===== config.mk =====
export PLATFORM = sky130hd
export DESIGN_NAME = general_purpose_timer
export DESIGN_NICKNAME = d
export VERILOG_FILES = /design/src/hdl/gpt_pkg.sv /design/src/hdl/general_purpose_timer.sv
export VERILOG_INCLUDE_DIRS = /design/src /design/src/hdl
export SDC_FILE = /design/constraint.sdc
export NUM_CORES = 1
export LEC_CHECK = 0
export BUFFER_PORTS_ARGS = -buffer_cell sky130_fd_sc_hd__buf_4
export CORE_MARGIN = 2
export CORE_UTILIZATION = 30
export DETAILED_ROUTE_END_ITERATION = 6
export PLACE_DENSITY = 0.56
export SYNTH_ARGS = -nofsm -noshare
export SYNTH_HDL_FRONTEND = slang
export SYNTH_SLANG_ARGS = --single-unit

===== constraint.sdc =====
create_clock -name clk_sys -period 3.62 [get_ports clk_sys]
set_clock_uncertainty 0.15 [all_clocks]
set_input_delay 0.905 -clock clk_sys [delete_from_list [all_inputs] [get_ports clk_sys]]
set_output_delay 0.905 -clock clk_sys [all_outputs]
set_load 0.03 [all_outputs]

===== src/hdl/gpt_cfg.svh =====
// Register offsets, field positions, reset values for the general-purpose timer
`ifndef GPT_CFG_SVH
`define GPT_CFG_SVH

`define GPT_OFS_CTRL      8'h00
`define GPT_OFS_MODE      8'h04
`define GPT_OFS_LOAD      8'h08
`define GPT_OFS_MATCH     8'h0c
`define GPT_OFS_PRESCALE  8'h10
`define GPT_OFS_IMASK     8'h14
`define GPT_OFS_VALUE     8'h18
`define GPT_OFS_COUNT     8'h1c
`define GPT_OFS_ACOUNT    8'h20

`define GPT_CTRL_EN       0
`define GPT_CTRL_OTE      1
`define GPT_CTRL_W        2
`define GPT_MODE_W        9
`define GPT_IMASK_TMO     0
`define GPT_IMASK_MATCH   1
`define GPT_IMASK_W       2

`define GPT_RST_CTRL      2'h0
`define GPT_RST_MODE      9'h000
`define GPT_RST_LOAD      32'hffffffff
`define GPT_RST_MATCH     32'hffffffff
`define GPT_RST_PRESCALE  8'h00
`define GPT_RST_IMASK     2'h0
`define GPT_RST_COUNT     32'hffffffff

`endif


===== src/hdl/gpt_pkg.sv =====
// Types shared by the general-purpose timer
package gpt_pkg;

  typedef enum logic [1:0] {
    MODE_ONE_SHOT,
    MODE_PERIODIC,
    MODE_EDGE_COUNT,
    MODE_UNUSED
  } timer_mode_e;

  // timer_mode_config layout, bit 8 down to bit 0
  typedef struct packed {
    logic        split16;
    logic        matchIntEn;
    logic        halfBSnapshotEnable;
    logic        halfASnapshotEnable;
    logic        waitOnTriggerSelect;
    logic        pwm;
    logic        countUp;
    timer_mode_e mode;
  } timer_mode_config_s;

  typedef struct packed {
    logic adcTrig;
    logic waitTrig;
    logic matchDmaReq;
    logic timeoutDmaReq;
    logic matchIrq;
    logic timeoutIrq;
    logic pwmOut;
  } timer_events_s;

endpackage


===== src/hdl/general_purpose_timer.sv =====
// General-purpose timer with AHB-Lite register access, ADC and DMA triggers
//
// Implementation choices: the register offsets and the AHB-Lite interface to the registers.
`timescale 1ns/10ps
`include "gpt_cfg.svh"

module general_purpose_timer (
  input  wire logic                   clk_sys,
  input  wire logic                   srst,
  input  wire logic                   hsel,
  input  wire logic [31:0]            haddr,
  input  wire logic [1:0]             htrans,
  input  wire logic                   hwrite,
  input  wire logic [2:0]             hsize,
  input  wire logic [31:0]            hwdata,
  input  wire logic                   hready,
  output logic      [31:0]            hrdata,
  output logic                        hreadyout,
  output logic                        hresp,
  input  wire logic                   edgePin,
  output gpt_pkg::timer_events_s      events
);

  logic [`GPT_CTRL_W-1:0]       ctrlFf;
  gpt_pkg::timer_mode_config_s  modeFf;
  logic [31:0]                  loadFf;
  logic [31:0]                  matchFf;
  logic [7:0]                   prescaleLoadFf;
  logic [`GPT_IMASK_W-1:0]      imaskFf;
  logic [31:0]                  cntFf;
  logic [7:0]                   pscFf;
  logic [31:0]                  snapFf;
  logic [31:0]                  hrdataFf;
  logic [7:0]                   addrFf;
  logic                         wrFf;
  logic [2:0]                   syncFf;
  logic                         lvlFf;
  gpt_pkg::timer_events_s       eventsFf;

  logic                         addrPhase;
  logic                         edgeRise;
  logic                         runEn;
  logic                         adcOte;
  logic                         tick;
  logic                         toEvt;
  logic                         matchEq;
  logic                         snapTake;
  logic                         valWrite;
  logic [31:0]                  top;
  logic [31:0]                  nxt_cnt;
  logic [7:0]                   nxt_psc;
  logic [23:0]                  ext24;
  logic [31:0]                  countView;
  logic [31:0]                  rdMux;

  assign runEn     = ctrlFf[`GPT_CTRL_EN];
  assign adcOte    = ctrlFf[`GPT_CTRL_OTE];
  assign addrPhase = hsel && htrans[1] && hready;
  assign valWrite  = wrFf && (addrFf == `GPT_OFS_VALUE);
  assign top       = modeFf.split16 ? {16'h0000, loadFf[15:0]} : loadFf;
  assign ext24     = {pscFf, cntFf[15:0]};
  assign hreadyout = 1'b1;
  assign hresp     = 1'b0;
  assign hrdata    = hrdataFf;
  assign events    = eventsFf;

  // Match compare runs whether or not the timer is enabled
  assign matchEq = modeFf.split16 ? (cntFf[15:0] == matchFf[15:0]) : (cntFf == matchFf);

  // AHB-Lite: zero wait states, read data registered at the address phase
  always_ff @(posedge clk_sys)
  begin
    if (srst)
    begin
      addrFf <= 8'h00;
      wrFf   <= 1'b0;
    end
    else
    begin
      addrFf <= haddr[7:0];
      wrFf   <= addrPhase && hwrite;
    end
  end

  always_ff @(posedge clk_sys)
  begin
    if (srst)
      hrdataFf <= 32'h00000000;
    else if (addrPhase && !hwrite)
      hrdataFf <= rdMux;
  end

  // Edge-count mode shows the prescale load, not the live extension
  always_comb
  begin
    if (modeFf.mode == gpt_pkg::MODE_EDGE_COUNT)
      countView = {8'h00, prescaleLoadFf, cntFf[15:0]};
    else if (modeFf.split16)
      countView = {16'h0000, cntFf[15:0]};
    else
      countView = cntFf;
  end

  always_comb
  begin
    unique case (haddr[7:0])
      `GPT_OFS_CTRL:     rdMux = {30'h00000000, ctrlFf};
      `GPT_OFS_MODE:     rdMux = {23'h000000, modeFf};
      `GPT_OFS_LOAD:     rdMux = loadFf;
      `GPT_OFS_MATCH:    rdMux = matchFf;
      `GPT_OFS_PRESCALE: rdMux = {24'h000000, prescaleLoadFf};
      `GPT_OFS_IMASK:    rdMux = {30'h00000000, imaskFf};
      `GPT_OFS_VALUE:    rdMux = countView;
      `GPT_OFS_COUNT:    rdMux = countView;
      `GPT_OFS_ACOUNT:   rdMux = (modeFf.halfASnapshotEnable || modeFf.halfBSnapshotEnable) ? snapFf : countView;
      default:           rdMux = 32'h00000000;
    endcase
  end

  // Software registers; a one-shot timeout clears the enable unless software writes it
  always_ff @(posedge clk_sys)
  begin
    if (srst)
    begin
      ctrlFf         <= `GPT_RST_CTRL;
      modeFf         <= gpt_pkg::timer_mode_config_s'(`GPT_RST_MODE);
      loadFf         <= `GPT_RST_LOAD;
      matchFf        <= `GPT_RST_MATCH;
      prescaleLoadFf <= `GPT_RST_PRESCALE;
      imaskFf        <= `GPT_RST_IMASK;
    end
    else
    begin
      if (toEvt && modeFf.mode == gpt_pkg::MODE_ONE_SHOT)
        ctrlFf[`GPT_CTRL_EN] <= 1'b0;
      if (wrFf)
      begin
        unique case (addrFf)
          `GPT_OFS_CTRL:     ctrlFf <= hwdata[`GPT_CTRL_W-1:0];
          `GPT_OFS_MODE:     modeFf <= gpt_pkg::timer_mode_config_s'(hwdata[`GPT_MODE_W-1:0]);
          `GPT_OFS_LOAD:     loadFf <= hwdata;
          `GPT_OFS_MATCH:    matchFf <= hwdata;
          `GPT_OFS_PRESCALE: prescaleLoadFf <= hwdata[7:0];
          `GPT_OFS_IMASK:    imaskFf <= hwdata[`GPT_IMASK_W-1:0];
          default:           ;
        endcase
      end
    end
  end

  // Edge pin: three flops, a level counts once the last two agree
  always_ff @(posedge clk_sys)
  begin
    if (srst)
    begin
      syncFf <= 3'h0;
      lvlFf  <= 1'b0;
    end
    else
    begin
      syncFf <= {syncFf[1:0], edgePin};
      if (syncFf[1] == syncFf[2])
        lvlFf <= syncFf[2];
    end
  end

  assign edgeRise = syncFf[1] && syncFf[2] && !lvlFf;

  // Counter next state
  always_comb
  begin
    tick    = 1'b0;
    toEvt   = 1'b0;
    nxt_cnt = cntFf;
    nxt_psc = pscFf;
    if (runEn)
    begin
      unique case (modeFf.mode)
        gpt_pkg::MODE_EDGE_COUNT:
        begin
          if (edgeRise)
          begin
            tick = 1'b1;
            if (ext24 == 24'h000000)
            begin
              {nxt_psc, nxt_cnt[15:0]} = {prescaleLoadFf, loadFf[15:0]};
              toEvt = 1'b1;
            end
            else
              {nxt_psc, nxt_cnt[15:0]} = ext24 - 24'h000001;
          end
        end
        gpt_pkg::MODE_ONE_SHOT, gpt_pkg::MODE_PERIODIC:
        begin
          // Prescaler is bypassed counting up; it is unreliable there anyway
          if (modeFf.countUp)
            tick = 1'b1;
          else if (pscFf == 8'h00)
          begin
            tick    = 1'b1;
            nxt_psc = prescaleLoadFf;
          end
          else
            nxt_psc = pscFf - 8'h01;
          if (tick && modeFf.countUp)
          begin
            if (cntFf == top)
            begin
              nxt_cnt = 32'h00000000;
              toEvt   = 1'b1;
            end
            else
              nxt_cnt = cntFf + 32'h00000001;
          end
          else if (tick)
          begin
            if ((modeFf.split16 ? cntFf[15:0] == 16'h0000 : cntFf == 32'h00000000))
            begin
              nxt_cnt = top;
              toEvt   = 1'b1;
            end
            else
              nxt_cnt = cntFf - 32'h00000001;
          end
        end
        gpt_pkg::MODE_UNUSED: ;
      endcase
    end
    if (valWrite && !modeFf.countUp)
      nxt_cnt = modeFf.split16 ? {16'h0000, hwdata[15:0]} : hwdata;
  end

  always_ff @(posedge clk_sys)
  begin
    if (srst)
    begin
      cntFf <= `GPT_RST_COUNT;
      pscFf <= `GPT_RST_PRESCALE;
    end
    else
    begin
      cntFf <= nxt_cnt;
      pscFf <= nxt_psc;
    end
  end

  // Snapshot: with a single half enabled only the low half is kept
  assign snapTake = toEvt && modeFf.mode == gpt_pkg::MODE_PERIODIC && !modeFf.split16
                    && (modeFf.halfASnapshotEnable || modeFf.halfBSnapshotEnable);

  always_ff @(posedge clk_sys)
  begin
    if (srst)
      snapFf <= 32'h00000000;
    else if (snapTake)
    begin
      if (modeFf.halfASnapshotEnable && modeFf.halfBSnapshotEnable)
        snapFf <= cntFf;
      else
        snapFf <= {16'h0000, cntFf[15:0]};
    end
  end

  // Triggers and events; PWM mode deliberately does not suppress them
  always_ff @(posedge clk_sys)
  begin
    if (srst)
      eventsFf <= '0;
    else
    begin
      eventsFf.adcTrig       <= adcOte && matchEq;
      eventsFf.waitTrig      <= modeFf.waitOnTriggerSelect && adcOte && matchEq;
      eventsFf.matchDmaReq   <= tick && matchEq;
      eventsFf.timeoutDmaReq <= toEvt;
      eventsFf.matchIrq      <= tick && matchEq && modeFf.matchIntEn && imaskFf[`GPT_IMASK_MATCH];
      eventsFf.timeoutIrq    <= toEvt && imaskFf[`GPT_IMASK_TMO];
      eventsFf.pwmOut        <= modeFf.pwm && (cntFf[15:0] > matchFf[15:0]);
    end
  end

  chk_adc_trig_disabled: assert property (@(posedge clk_sys) disable iff (srst)
    (adcOte && matchEq) |=> events.adcTrig)
    else $error("ADC trigger missed on match");

  chk_wot_fires: assert property (@(posedge clk_sys) disable iff (srst)
    (modeFf.waitOnTriggerSelect && adcOte && matchEq && !runEn) |=> events.waitTrig)
    else $error("Chained trigger missed while disabled");

  chk_wot_needs_ote: assert property (@(posedge clk_sys) disable iff (srst)
    events.waitTrig |-> $past(adcOte) && events.adcTrig)
    else $error("Chained trigger without ADC trigger enable");

  chk_pwm_timeout_irq: assert property (@(posedge clk_sys) disable iff (srst)
    (modeFf.pwm && toEvt && imaskFf[`GPT_IMASK_TMO]) |=> events.timeoutIrq)
    else $error("PWM timeout event suppressed");

  chk_pwm_dma_req: assert property (@(posedge clk_sys) disable iff (srst)
    (modeFf.pwm && tick && matchEq) |=> events.matchDmaReq)
    else $error("PWM match DMA request suppressed");

  chk_up_write_ignored: assert property (@(posedge clk_sys) disable iff (srst)
    (valWrite && modeFf.countUp && !tick) |=> cntFf == $past(cntFf))
    else $error("Value write changed count while counting up");

  chk_edge_readback: assert property (@(posedge clk_sys) disable iff (srst)
    (modeFf.mode == gpt_pkg::MODE_EDGE_COUNT) |-> countView[23:16] == prescaleLoadFf)
    else $error("Edge-count readback upper byte wrong");

  chk_edge_borrow: assert property (@(posedge clk_sys) disable iff (srst)
    (modeFf.mode == gpt_pkg::MODE_EDGE_COUNT && runEn && edgeRise && cntFf[15:0] == 16'h0000
     && pscFf != 8'h00 && !valWrite && !wrFf)
    |=> pscFf == $past(pscFf) - 8'h01 && cntFf[15:0] == 16'hffff)
    else $error("Edge-count extension did not borrow");

  chk_snap_half: assert property (@(posedge clk_sys) disable iff (srst)
    (snapTake && (modeFf.halfASnapshotEnable != modeFf.halfBSnapshotEnable))
    |=> snapFf == {16'h0000, $past(cntFf[15:0])})
    else $error("Single-half snapshot stored upper bits");

  chk_snap_full: assert property (@(posedge clk_sys) disable iff (srst)
    (snapTake && modeFf.halfASnapshotEnable && modeFf.halfBSnapshotEnable) |=> snapFf == $past(cntFf))
    else $error("Full snapshot not stored");

endmodule // general_purpose_timer


# Word-level counts from Yosys, hierarchy flattened
# Index checks and enable logic that the tools add are counted.
# totals
wordCells,151
regBits,209
out_inout_bits,41
# op_classes
n_lt_le_gt_ge,1
n_addsub,4
reduce_logical,50
n_eq_ne,24
n_mux,42
# ops
cell,n
32-bit two-way mux,12
32-bit case mux with 8 select lines,1
32-bit == test,2
"8-bit by 5-bit == test with 1-bit output, second input constant",7
16-bit two-way mux,3
"32-bit by 1-bit adder with 32-bit output, second input constant",1
"8-bit by 4-bit == test with 1-bit output, second input constant",4
32-bit zero test,1
8-bit two-way mux,4
16-bit case mux with 2 select lines,1
"32-bit by 1-bit subtractor with 32-bit output, second input constant",1
24-bit zero test,1
8-bit zero test,3
"24-bit by 1-bit subtractor with 24-bit output, second input constant",1
1-bit logical AND,22
1-bit two-way mux,18
16-bit == test,1
"8-bit by 3-bit == test with 1-bit output, second input constant",2
16-bit greater-than comparator,1
16-bit zero test,1
8-bit case mux with 2 select lines,1
2-bit AND reduction,6
"8-bit by 6-bit == test with 1-bit output, second input constant",1
4-bit AND reduction,2
other kinds (15),24

# Longest topological paths before layout
# depth
ltp_word,13
mapped_depth,12
ltp_nobuf,9

# Worst setup path before layout
# OpenSTA, ideal clock, no wires.
# synth_path
kind,input port to flip-flop
start,input haddr[1]
end,"register hrdataFf[31], in the netlist hrdata[31]"
t_required_ns,3.405
stages,8
t_arrival_ns,2.801
n_path_buf,1
path_slack_ns,0.604
path_cell_list,nor4_1 -> nand4b_1 -> o21ba_2 -> clkbuf_1 -> nor3_1 -> a222oi_1 -> a2bb2oi_1 -> nor2_1
# synth_via
elab_chain_len,3
# synth_lines
item,line,source
start: declaration,general_purpose_timer.sv:11,"input wire logic [31:0] haddr,"
8-bit by 5-bit == test with 1-bit output,general_purpose_timer.sv:106,unique case (haddr[7:0])
2-bit OR reduction (no line),n/a,
32-bit case mux with 8 select lines (*),general_purpose_timer.sv:106,
end signal: assignment,general_purpose_timer.sv:90,hrdataFf <= rdMux;
end: declaration,general_purpose_timer.sv:33,logic [31:0] hrdataFf;
# Mark *: on every way between the ends. The rest lies on a longest branch, timed or not.
# A chain may end at the register's enable or synchronous reset.

# Worst setup path after layout
# layout_path
start,register modeFf[1] (netlist bit)
end,register pscFf[2]
# layout_via
elab_chain_len,4
# layout_lines
item,line,source
start: declaration,general_purpose_timer.sv:25,gpt_pkg::timer_mode_config_s modeFf;
start signal: assignment,general_purpose_timer.sv:126,modeFf <= gpt_pkg::timer_mode_config_s'(`GPT_RST_MODE);
start signal: assignment,general_purpose_timer.sv:140,`GPT_OFS_MODE: modeFf <= gpt_pkg::timer_mode_config_s'(hwdata[`GPT_MODE_W-1:0]);
2-bit by 1-bit == test with 1-bit output or 2-bit zero test (tied branches),general_purpose_timer.sv:178,unique case (modeFf.mode)
2-bit OR reduction,general_purpose_timer.sv:178,
2-bit inequality test (no line) or 2-bit nonzero test (tied branches),n/a,
4-bit AND reduction (no line),n/a,
end signal: assignment,general_purpose_timer.sv:238,pscFf <= `GPT_RST_PRESCALE;
end signal: assignment,general_purpose_timer.sv:243,pscFf <= nxt_psc;
end: declaration,general_purpose_timer.sv:31,logic [7:0] pscFf;
# Parallel ways exist; a longest one is shown, timed or not.

==> metrics.log <==
INFO  metric outcome = complete, no violations
INFO  metric die-area = 44,900 µm²
INFO  metric ys_seq_elements = 209
INFO  metric starting_utilization_of_the_core_area = 30.2%
INFO  metric critPathRequiredTime = 3890 ps
INFO  metric detail_route.iter0.violations = 1,292
INFO  metric mostFrequentLayoutCell = sky130_fd_sc_hd__nand2_1
INFO  metric clock.fmax = 0.313 GHz
INFO  metric gr-usage-all-layers = 21.2%
INFO  metric hold_path_class = flip-flop to flip-flop
INFO  metric finalMaxSlewViolations = 0
INFO  metric period_minus_slack = 3200 ps
INFO  metric final_net_count = 1,765
INFO  metric cts.sink_count = 209
INFO  metric timing.hold.worst.start = syncFf[0]
INFO  metric final_min_period_over_clock_period = 88.3%
INFO  metric path_clk_slew = 70 ps
INFO  metric p_seq_share = 44.6%
INFO  metric fill_cells = 4,492
INFO  metric regArea = 4180 µm²
INFO  metric clockRootBuffer = sky130_fd_sc_hd__clkbuf_16
INFO  metric largest_net_degree_at_the_start_of_global_routing = 51
INFO  metric timing.critical_path.fanout_max = 25
INFO  metric drc = 0
INFO  metric grt_pass1_vias = 11,828
INFO  metric avgViaCountPerCell = 5.56
INFO  metric number_of_nets_produced_by_synthesis = 1,715
INFO  metric setup_viol = 0
INFO  metric netlist_area = 13,000 µm²
INFO  metric synth.lib_cells_used.distinct = 88
INFO  metric share_comb_of_total_power = 4.0%
INFO  metric antenna-diode-count = 0
INFO  metric min_path_cells = 1
INFO  metric rows = 76
INFO  metric area_used_by_multi_input_combinational_logic = 8050 µm²
INFO  metric tritoncts = yes
INFO  metric worstSetupStartpointType = flip-flop
INFO  metric fp.dieW = 212 µm
INFO  metric overflow = 0
INFO  metric finalCoreUtilization = 35.6%
INFO  metric areaGrowthSynthToFinish = 17.8%
INFO  metric fin_tns_setup = 0 ps
INFO  metric drive_above_1_share = 16.0%
INFO  metric critPathCaptureType = flip-flop
INFO  metric clk-insertion-delay-late = 550 ps
INFO  metric antenna_violations_before_repair = 1
INFO  metric post_cts_setup_buffer_count = 0
INFO  metric postSynthCellCount = 1,618
INFO  metric htreeDepth = 1
INFO  metric max_slew.worst_pin.slew = 1060 ps
INFO  metric p_sw_share = 23.6%
INFO  metric drt_pass_1_iters = 6
INFO  metric startpoint_of_the_most_critical_register_to_register_path = modeFf[1]
INFO  metric synth_async_sr_flop_share = 0%
INFO  metric port-buffer-count = 85
INFO  metric post_cts_hold_buffer_count = 0
INFO  metric synth-warning-count = 0
INFO  metric synth_sequential_area_ratio = 32.3%
INFO  metric internal_power = 3.96 mW
INFO  metric grt_first_pass_wirelength = 73,200 µm
INFO  metric route.antenna.remaining_nets = 0
INFO  metric synth_ff_type = sky130_fd_sc_hd__dfxtp_1
INFO  metric p_leak = 5.89 nW
INFO  metric crit_reg_reg_endpoint = pscFf[2]
INFO  metric cts-buffers-inserted = 24
INFO  metric critical_path_arrival = 3460 ps
INFO  metric num_io_pins = 116
INFO  metric cts.path.max_buffers = 3
INFO  metric max-cap-violations = 0
INFO  metric final_cell_mix = sky130_fd_sc_hd__nand2_1 (216), sky130_fd_sc_hd__dfxtp_1 (209), sky130_fd_sc_hd__nor2_1 (170)
INFO  metric place_congestion = 0.928
INFO  metric timing.reg2reg.worst_path_depth = 8
INFO  metric hold_path_end = syncFf[1]
INFO  metric place.detailed.hpwl = 34,700 µm
INFO  metric power.share.clock = 51.3%
INFO  metric floorplan.core_area = 42,900 µm²
INFO  metric postSynthAreaPerCell = 8.01 µm²
INFO  metric r2r_setup_slack = 420 ps
INFO  metric post_cts.resized_instances = 0
INFO  metric drt-wirelength-per-cell = 21.4 µm
INFO  metric totalWireLength = 48,500 µm
INFO  metric hold_violations_final = 0
INFO  metric die_height = 212 µm
INFO  metric max-vdd-ir-drop = 366 µV
INFO  metric setup.worst_path.class = flip-flop to flip-flop
INFO  metric power_per_cell_area = 339 nW/µm²
INFO  metric p_sw = 1.22 mW
INFO  metric rsz_0062_raised_after_global_routing = no
INFO  metric relSlewSlack = 29.4%
INFO  metric route.vias.total = 12,635
INFO  metric synth_edf_count = 0
[worst max path at each step]
stage	start	to	slack, ps	depth (start not counted)
finish	modeFf[1]	pscFf[2]	420	8
global route	modeFf[1]	pscFf[4]	250	7
CTS	modeFf[1]	pscFf[6]	510	8
detailed placement	haddr[5]	hrdata[8]	410	8
global placement	haddr[4]	hrdata[8]	490	8
floorplan	haddr[1]	hrdata[31]	600	8
[critical path: stages (launching register included)]
cell and delay (ps):
sky130_fd_sc_hd__dfxtp_1 320, sky130_fd_sc_hd__buf_4 290, sky130_fd_sc_hd__clkinv_1 610, sky130_fd_sc_hd__nand2_1 770
sky130_fd_sc_hd__o21ai_0 250, sky130_fd_sc_hd__and2_1 360, sky130_fd_sc_hd__nand2_1 150, sky130_fd_sc_hd__a211o_1 100
sky130_fd_sc_hd__a21oi_1 60
[layout make-up]
cell class	instances	area share, %
Clock buffer	31	4.56
Multi-Input combinational cell	1228	52.7
Timing Repair Buffer	171	8.65
Sequential cell	209	27.4
Inverter	34	0.844
Clock inverter	13	1.04
Tap cell	585	4.79
[metal layers]
| layer | up-vias | routed length [µm] | GRT usage, % |
|---|---|---|---|
| li1 | 5966 | - | - |
| met1 | 6103 | 22100 | 29.8 |
| met2 | 489 | 20800 | 31.9 |
| met3 | 75 | 4140 | 4.79 |
| met4 | 2 | 1580 | 6.97 |
| met5 | - | 10 | 0 |
[power by group through the flow]
stage	sequential [mW]	combinational, mW	clock [mW]
global route	2.31	0.222	2.79
CTS	2.31	0.207	2.70
detailed placement	2.36	0.207	0
finish	2.31	0.210	2.66
global placement	2.36	0.205	0
floorplan	2.36	0.100	0
[cell usage after synthesis, types with 21 or more instances]
cell type                  number  area (µm²)
sky130_fd_sc_hd__a222oi_1      26         260
sky130_fd_sc_hd__xor2_1        33         289
sky130_fd_sc_hd__a21oi_1       76         380
sky130_fd_sc_hd__inv_1         33         124
sky130_fd_sc_hd__o211ai_1      35         263
sky130_fd_sc_hd__nor3_1        44         220
sky130_fd_sc_hd__mux2i_1      106        1060
sky130_fd_sc_hd__mux2_2        21         236
sky130_fd_sc_hd__nand4_1       27         169
sky130_fd_sc_hd__o21ai_0       30         150
sky130_fd_sc_hd__clkbuf_1     109         409
sky130_fd_sc_hd__nor2_1       171         642
sky130_fd_sc_hd__o221ai_1      21         184
sky130_fd_sc_hd__ha_1          22         275
sky130_fd_sc_hd__dfxtp_1      209        4180
sky130_fd_sc_hd__xnor2_1       56         490
sky130_fd_sc_hd__nand2_1      216         811
sky130_fd_sc_hd__nand3_1       45         225
[sequential cells by signal, summed over array words and instances (netlist names), 2 cells and up]
signal          count
cntFf              32
hrdata             32
loadFf             32
matchFf            32
snapFf             32
modeFf              9
addrFf              8
prescaleLoadFf      8
pscFf               8
events              7
syncFf              3
ctrlFf              2
imaskFf             2
[stage by stage]
stage               instances  hold slack, ps  power (mW)  instance area [µm²]  setup slack [ps]
finish                   2271             296        5.18                15300               424
global route             2271             316        5.32                15300               248
CTS                      2271             304        5.22                15300               511
detailed placement       2227             289        2.57                14400               415
global placement         2227             265        2.57                14400               494
floorplan                1618             264        2.46                13000               604
[cell families (layout without fill, tap and decap cells)]
kind of cell,after synthesis,in the layout,share of synthesized area (%)
AO/OA/AOI/OAI,339,339,19.2
XOR/XNOR,89,89,6.02
adder cells (fa/ha/maj),22,22,2.12
buffers and inverters,181,249,5.71
flip-flops,209,209,32.3
multiplexers,127,127,10.0
other,2,2,0.0580
AND/OR/NAND/NOR,649,649,24.6
Note: power is estimated with default switching activity, not from simulation.
